==> src/common/sctpwm_pkg.sv <==
// Constants and carrier types for the sixteen channel modulator
package sctpwm_pkg;
	localparam int          PADDR_W          = 18;
	localparam int          NUM_CH           = 16;
	localparam int          CNT_W            = 8;
	// Register indices; byte address is four times the index
	localparam logic [15:0] IDX_DUTY_BASE    = 16'hfff0;
	localparam logic [15:0] IDX_POL_LO       = 16'hffcf;
	localparam logic [15:0] IDX_POL_HI       = 16'hffce;
	localparam logic [15:0] IDX_OE_LO        = 16'hffd5;
	localparam logic [15:0] IDX_OE_HI        = 16'hffcd;
	localparam logic [15:0] IDX_DIR_A        = 16'hffb0;
	localparam logic [15:0] IDX_DIR_B        = 16'hffb1;
	localparam logic [15:0] IDX_LVL_A        = 16'hffb2;
	localparam logic [15:0] IDX_LVL_B        = 16'hffb3;
	localparam logic [15:0] IDX_CTRL         = 16'hffc3;
	// Shared control register fields
	localparam int          CTRL_TWO_WIRE_HI = 7;
	localparam int          CTRL_TWO_WIRE_LO = 5;
	localparam int          CTRL_SYNC_GATE   = 4;
	localparam int          CTRL_CLK_GATE    = 3;
	localparam int          CTRL_CLK_CHOICE  = 2;
	localparam int          CTRL_BYTE_HI     = 1;
	localparam int          CTRL_BYTE_LO     = 0;
	localparam logic [7:0]  REG8_RESET       = 8'h00;
	localparam logic [15:0] REG16_RESET      = 16'h0000;
	localparam logic [7:0]  CNT_RESET        = 8'h00;
	localparam logic [3:0]  LAST_SLOT        = 4'hf;
	// Timing
	localparam int          CLK_PERIOD_NS    = 25;
	localparam int          PCLK_DIVIDE      = 2;
	localparam int          RES_SLOW_CYCLES  = PCLK_DIVIDE;
	localparam int          PERIOD_SLOTS     = 256;

	typedef struct packed
	{
		logic [15:0] level;
		logic [15:0] drive_en;
	} sctpwm_pins_t;
endpackage

==> src/logic/sctpwm_top.sv <==
// Sixteen channel pulse width modulator with APB registers
`timescale 1ns/1ps

module sctpwm_top
(
	input  wire logic                              i_clk,
	input  wire logic                              i_rst_n,
	input  wire logic                              psel,
	input  wire logic                              penable,
	input  wire logic                              pwrite,
	input  wire logic [sctpwm_pkg::PADDR_W-1:0]    paddr,
	input  wire logic [31:0]                       pwdata,
	output logic      [31:0]                       prdata,
	output logic                                   pready,
	output logic                                   pslverr,
	input  wire logic                              i_hw_standby,
	input  wire logic                              i_sw_standby,
	input  wire logic                              i_host_interface_gate,
	input  wire logic [sctpwm_pkg::NUM_CH-1:0]     i_pin_in,
	output sctpwm_pkg::sctpwm_pins_t               o_pins,
	output logic      [2:0]                        o_two_wire_ctrl,
	output logic                                   o_interconnect_output_gate,
	output logic      [1:0]                        o_byte_timer_clock_sel
);
	logic [7:0]  duty [sctpwm_pkg::NUM_CH];
	logic [15:0] pol;
	logic [15:0] oe;
	logic [15:0] dir;
	logic [15:0] lvl;
	logic [7:0]  ctrl;
	logic [7:0]  shared_counter;
	logic        half_phase;
	logic [15:0] pin_level;
	logic [31:0] rdata;

	// Bus decode
	wire         setup_rd    = psel & ~penable & ~pwrite;
	wire         access      = psel & penable;
	wire [15:0]  idx         = paddr[17:2];
	wire         hit_duty    = (idx[15:4] == sctpwm_pkg::IDX_DUTY_BASE[15:4]);
	wire         duty_ok     = hit_duty & ~i_host_interface_gate;
	wire         hit_pol_lo  = (idx == sctpwm_pkg::IDX_POL_LO);
	wire         hit_pol_hi  = (idx == sctpwm_pkg::IDX_POL_HI);
	wire         hit_oe_lo   = (idx == sctpwm_pkg::IDX_OE_LO);
	wire         hit_oe_hi   = (idx == sctpwm_pkg::IDX_OE_HI);
	wire         hit_dir_a   = (idx == sctpwm_pkg::IDX_DIR_A);
	wire         hit_dir_b   = (idx == sctpwm_pkg::IDX_DIR_B);
	wire         hit_lvl_a   = (idx == sctpwm_pkg::IDX_LVL_A);
	wire         hit_lvl_b   = (idx == sctpwm_pkg::IDX_LVL_B);
	wire         hit_ctrl    = (idx == sctpwm_pkg::IDX_CTRL);
	wire         mapped      = duty_ok | hit_pol_lo | hit_pol_hi | hit_oe_lo | hit_oe_hi
	                         | hit_dir_a | hit_dir_b | hit_lvl_a | hit_lvl_b | hit_ctrl;
	wire         wr          = access & pwrite & mapped;
	wire [7:0]   wbyte       = pwdata[7:0];
	wire [3:0]   duty_sel    = idx[3:0];

	assign pready  = 1'b1;
	assign pslverr = access & ~mapped;

	// Port level reads show pin for input bits
	wire [15:0]  lvl_view    = (dir & lvl) | (~dir & i_pin_in);
	wire [7:0]   rd_byte     = duty_ok    ? duty[duty_sel] :
	                           hit_pol_lo ? pol[7:0] :
	                           hit_pol_hi ? pol[15:8] :
	                           hit_oe_lo  ? oe[7:0] :
	                           hit_oe_hi  ? oe[15:8] :
	                           hit_lvl_a  ? lvl_view[7:0] :
	                           hit_lvl_b  ? lvl_view[15:8] :
	                           hit_ctrl   ? ctrl : 8'h00;

	always_ff @(posedge i_clk or negedge i_rst_n)
	begin
		if (!i_rst_n)
			rdata <= 32'h0000_0000;
		else if (setup_rd)
			rdata <= {24'h00_0000, rd_byte};
	end
	assign prdata = rdata;

	// Polarity, enable, direction, level, control
	wire         any_standby = i_hw_standby | i_sw_standby;

	always_ff @(posedge i_clk or negedge i_rst_n)
	begin
		if (!i_rst_n)
		begin
			pol <= sctpwm_pkg::REG16_RESET;
			oe  <= sctpwm_pkg::REG16_RESET;
		end
		else if (i_hw_standby)
		begin
			pol <= sctpwm_pkg::REG16_RESET;
			oe  <= sctpwm_pkg::REG16_RESET;
		end
		else if (wr)
		begin
			if (hit_pol_lo)
				pol[7:0] <= wbyte;
			if (hit_pol_hi)
				pol[15:8] <= wbyte;
			if (hit_oe_lo)
				oe[7:0] <= wbyte;
			if (hit_oe_hi)
				oe[15:8] <= wbyte;
		end
	end

	always_ff @(posedge i_clk or negedge i_rst_n)
	begin
		if (!i_rst_n)
		begin
			dir  <= sctpwm_pkg::REG16_RESET;
			lvl  <= sctpwm_pkg::REG16_RESET;
			ctrl <= sctpwm_pkg::REG8_RESET;
		end
		else if (wr)
		begin
			if (hit_dir_a)
				dir[7:0] <= wbyte;
			if (hit_dir_b)
				dir[15:8] <= wbyte;
			if (hit_lvl_a)
				lvl[7:0] <= wbyte;
			if (hit_lvl_b)
				lvl[15:8] <= wbyte;
			if (hit_ctrl)
				ctrl <= wbyte;
		end
	end

	// Neighbour control bits only
	assign o_two_wire_ctrl            = ctrl[sctpwm_pkg::CTRL_TWO_WIRE_HI:sctpwm_pkg::CTRL_TWO_WIRE_LO];
	assign o_interconnect_output_gate = ctrl[sctpwm_pkg::CTRL_SYNC_GATE];
	assign o_byte_timer_clock_sel     = ctrl[sctpwm_pkg::CTRL_BYTE_HI:sctpwm_pkg::CTRL_BYTE_LO];

	// Counter clock selection
	wire         clk_gate    = ctrl[sctpwm_pkg::CTRL_CLK_GATE];
	wire         clk_choice  = ctrl[sctpwm_pkg::CTRL_CLK_CHOICE];
	wire         tick        = clk_gate & (~clk_choice | half_phase);

	always_ff @(posedge i_clk or negedge i_rst_n)
	begin
		if (!i_rst_n)
			half_phase <= 1'b0;
		else
			half_phase <= ~half_phase;
	end

	always_ff @(posedge i_clk or negedge i_rst_n)
	begin
		if (!i_rst_n)
			shared_counter <= sctpwm_pkg::CNT_RESET;
		else if (i_hw_standby)
			shared_counter <= sctpwm_pkg::CNT_RESET;
		else if (tick)
			shared_counter <= shared_counter + 8'h01;
	end

	wire [3:0]   slot        = shared_counter[3:0];
	wire [3:0]   pulse_no    = shared_counter[7:4];
	// Rank of this pulse in the spreading order
	wire [3:0]   rank        = {~pulse_no[0], ~pulse_no[1], ~pulse_no[2], ~pulse_no[3]};

	// Channels
	genvar g;
	generate
		for (g = 0; g < sctpwm_pkg::NUM_CH; g++)
		begin : g_ch
			wire basic     = (slot < duty[g][7:4]);
			wire extra     = (slot == sctpwm_pkg::LAST_SLOT) && (rank < duty[g][3:0]);
			wire modulated = (basic | extra) ^ pol[g];
			wire next_pin  = oe[g] ? modulated : lvl[g];

			always_ff @(posedge i_clk or negedge i_rst_n)
			begin
				if (!i_rst_n)
					duty[g] <= sctpwm_pkg::REG8_RESET;
				else if (any_standby)
					duty[g] <= sctpwm_pkg::REG8_RESET;
				else if (wr && duty_ok && duty_sel == 4'(g))
					duty[g] <= wbyte;
			end

			always_ff @(posedge i_clk or negedge i_rst_n)
			begin
				if (!i_rst_n)
					pin_level[g] <= 1'b0;
				else
					pin_level[g] <= next_pin;
			end
		end
	endgenerate

	assign o_pins.level    = pin_level;
	assign o_pins.drive_en = dir;

	wire [15:0]  duty_or;
	wire [127:0] duty_flat;
	generate
		for (g = 0; g < sctpwm_pkg::NUM_CH; g++)
		begin : g_chk
			assign duty_or[g]          = |duty[g];
			assign duty_flat[g*8 +: 8] = duty[g];

		end
	endgenerate
endmodule

==> config.mk <==
export PLATFORM = sky130hd
export DESIGN_NAME = sctpwm_top
export DESIGN_NICKNAME = d
export VERILOG_FILES = /design/src/common/sctpwm_pkg.sv /design/src/logic/sctpwm_top.sv
export SDC_FILE = /design/constraint.sdc
export NUM_CORES = 1
export LEC_CHECK = 0
export BUFFER_PORTS_ARGS = -buffer_cell sky130_fd_sc_hd__buf_2
export CAP_MARGIN = 40
export CELL_PAD_IN_SITES_DETAIL_PLACEMENT = 0
export CELL_PAD_IN_SITES_GLOBAL_PLACEMENT = 2
export CORE_MARGIN = 4
export CORE_UTILIZATION = 41
export CTS_CLUSTER_SIZE = 16
export DETAILED_ROUTE_END_ITERATION = 6
export PLACE_DENSITY_LB_ADDON = 0.3
export SYNTH_ARGS = -nofsm -noshare
export SYNTH_HDL_FRONTEND = slang
export SYNTH_SLANG_ARGS = --single-unit
==> constraint.sdc <==
create_clock -name i_clk -period 6.05 [get_ports i_clk]
set_input_delay 0.3025 -clock i_clk [delete_from_list [all_inputs] [get_ports i_clk]]
set_output_delay 0.3025 -clock i_clk [all_outputs]
set_load 0.01 [all_outputs]
==> flow_summary_export.csv <==
group,metric,value,unit
pwr,leakage,6.50,nW
yosys,yosysTopAreaCell,"dfrtp_1",
floorplanning,die_w,192,um
timing,min_period,3.04,ns
timing,setup-tns-final,0,ns
yosys,synth_common_cells,"nand2_1, dfrtp_1, a21oi_1, inv_1, ha_1",
pwr,peakVddDrop,0.162,mV
worst_hold_path,worstHoldStart,"i_sw_standby",
timing,fin_crit_sh,50.3,%
worst_setup_path,worst-path-max-fanout,18,
drt,drt-initial-drc-count,866,
final_layout,drive_gt1_share,16.2,%
final_layout,area_growth,11.7,%
yosys,synth_cell_types,58,
timing,maxSlewHeadroom,39.2,%
pwr,intPower,2.51,mW
yosys,synth_area,0.0139,sq mm
clocking,cts_max_level,1,
worst_setup_path,cp_data_required_time,6.47,ns
place,hpwl,32500,um
drt,wl_per_cell,22.6,um
worst_setup_path,cp-end-kind,"flop",
job,maxCapViolations,0,
place,dp.cells,1966,
floorplanning,rows,67,
grt,grt_overflow,0,
drt,postRouteAntennaNets,0,
final_layout,multi_input_area,0.00731,sq mm
drt,dr.pass1.iters,5,
clocking,clk_path_buf_depth,3,
timing,rsz0062_at_grt,"false",
timing,drv_slew,0,
yosys,yosysWarnings,0,
timing,fin_worst_skew,0.0130,ns
yosys,yosysTopAreaCellShare,41.8,%
clocking,cts_sinks,233,
worst_setup_path,r2r_slack,3.01,ns
worst_setup_path,cp.arrival,3.46,ns
final_layout,nNetsFinal,1719,
floorplanning,die_h,192,um
worst_setup_path,startpoint,"shared_counter[6]",
worst_setup_path,rr_worst_depth,8,
grt,grt_pass1_vias,11000,
floorplanning,ioPinCount,146,
yosys,synth-edff-count,0,
yosys,synthArstFlopShare,100,%
yosys,synth_flop_cell,"dfrtp_1",
pwr,power.switching,0.812,mW
final_layout,seq_area,0.00583,sq mm
pwr,p_per_area,213,mW/mm^2
floorplanning,start_util,41.6,%
clocking,cts_tree,"yes",
drt,vias,11300,
yosys,synth_area_leaders,"dfrtp_1, ha_1, nand2_1",
worst_setup_path,regToRegStartpoint,"shared_counter[6]",
grt,antenna_found_initial,2,
timing,tightest_slew,0.913,ns
final_layout,num_antenna_cells,0,
place,place_ws,3.00,ns
timing,worst_slack,3.01,ns
pwr,power.clock.fraction,47.0,%
worst_setup_path,start_kind,"flop",
yosys,avgSynthCellArea,9.41,sq um
place,gp_congestion,0.934,
clocking,clk_latency,0.54,ns
worst_hold_path,hold_class,"in2reg",
clocking,clkTransAtPathRegs,0.06,ns
grt,grt_pass1_wl,68500,um
clocking,cts_made_buffers,27,
drt,drc,0,
final_layout,nFillCells,3222,
grt,grt_max_degree,140,
yosys,synth.most_common_cell,"nand2_1",
clocking,cts_setup_buffers,0,
timing,whs,0.266,ns
clocking,clockRootBuffer,"clkbuf_16",
yosys,synth-seq-cells,233,
pwr,p_sw_share,24.5,%
timing,fmax,329,MHz
floorplanning,dieArea,0.0370,sq mm
floorplanning,core-area,0.0335,sq mm
pwr,power_frac_comb,5.7,%
timing,finalHoldViolCount,0,
worst_setup_path,worstSetupPathType,"reg2reg",
drt,via_per_inst,5.59,
place,numPortBuffers,94,
drt,routed_wl,45500,um
pwr,pwr-share-seq,47.2,%
grt,grt_use_total,24.3,%
final_layout,instances_no_fill,2014,
yosys,synthCells,1482,
clocking,cts.repair.resized,0,
timing,setup_violations,0,
status,outcome,"finished clean",
yosys,ys_seq_area_share,41.8,%
worst_hold_path,min_path_cells,3,
-- power by group through the flow --
stage	registers, mW	logic (mW)	clock network (mW)
floorplan	1.60	0.0991	0
global placement	1.60	0.187	0
detailed placement	1.60	0.190	0
CTS	1.57	0.192	1.59
global route	1.57	0.207	1.65
finish	1.57	0.190	1.56
-- layout by cell type, fill, tap and decap left out, drive strengths merged, types with 19 or more instances in the layout --
master,count
nand2,299
dfrtp,233
a21oi,163
buf,107
inv,102
ha,97
nor2,66
mux2i,44
o21ai,44
mux2,40
clkbuf,40
nand2b,36
mux4,36
a21o,32
conb,25
nor2b,21
nand3,20
a211oi,20
or3,19
-- registers in the layout, summed over array words and instances (netlist names) --
signal	count
pol	16
half_phase	1
o_pins	16
dir	16
oe	16
duty	128
lvl	16
ctrl	8
prdata	8
shared_counter	8
-- logic make-up (layout without fill, tap and decap cells) --
kind of cell | Yosys count | count (layout) | synth area share [%]
other | 2 | 25 | 0.0539
multiplexers | 120 | 120 | 12.2
XOR/XNOR | 6 | 6 | 0.377
flip-flops | 233 | 233 | 41.8
buffers and inverters | 196 | 257 | 6.36
AO/OA/AOI/OAI | 326 | 326 | 14.4
AND/OR/NAND/NOR | 502 | 502 | 16.0
adder cells (fa/ha/maj) | 97 | 97 | 8.71
-- metrics by stage --
stage / utilization, % / cell area [sq um] / power, mW
6_report: 46.4 / 15600 / 3.32
5_1_grt: 46.4 / 15600 / 3.43
4_1_cts: 46.4 / 15600 / 3.35
3_5_place_dp: 43.9 / 14700 / 1.79
3_3_place_gp: 43.6 / 14600 / 1.78
2_1_floorplan: - / 14000 / 1.70
-- area by class of cell --
class	instances	area share, %
flip-flops and latches	233	37.5
well taps	448	3.60
clock buffers	40	5.10
inverters	102	2.46
clock inverters	7	0.241
repair buffers	108	4.16
multi-input cells	1076	47.0
-- layer usage --
layer	global-route usage (%)	wire length [um]	up-vias	share of wire (%)
met2	38.8	20800	378	46
li1	-	-	5230	-
met4	6.97	1320	4	2.9
met1	34.6	20300	5572	45
met5	0	22	-	0.048
met3	3.58	3040	75	6.7
-- path summary, 6_finish.rpt --
check                             end
max in group asynchronous    duty[35]
hold / removal               duty[20]
min in group asynchronous  o_pins[16]
setup / recovery           o_pins[26]
hold reg to reg            half_phase
setup reg to reg           o_pins[26]
-- critical path, cell delays in order, from the launching register on --
cell	delay, ns
dfrtp_1	0.35
inv_1	0.58
ha_1	0.36
a21boi_0	0.12
o21ai_0	0.18
nand2b_1	0.08
a211oi_1	0.73
o21ai_0	0.23
a31o_2	0.28
-- timing repair --
| action | CTS | global route |
|---|---|---|
| hold buffers | 1 | 0 |
| endpoints found under the setup margin | 0 | 0 |
| endpoints found under the hold margin | 94 | 0 |
Power figures use the tool's default switching activity.
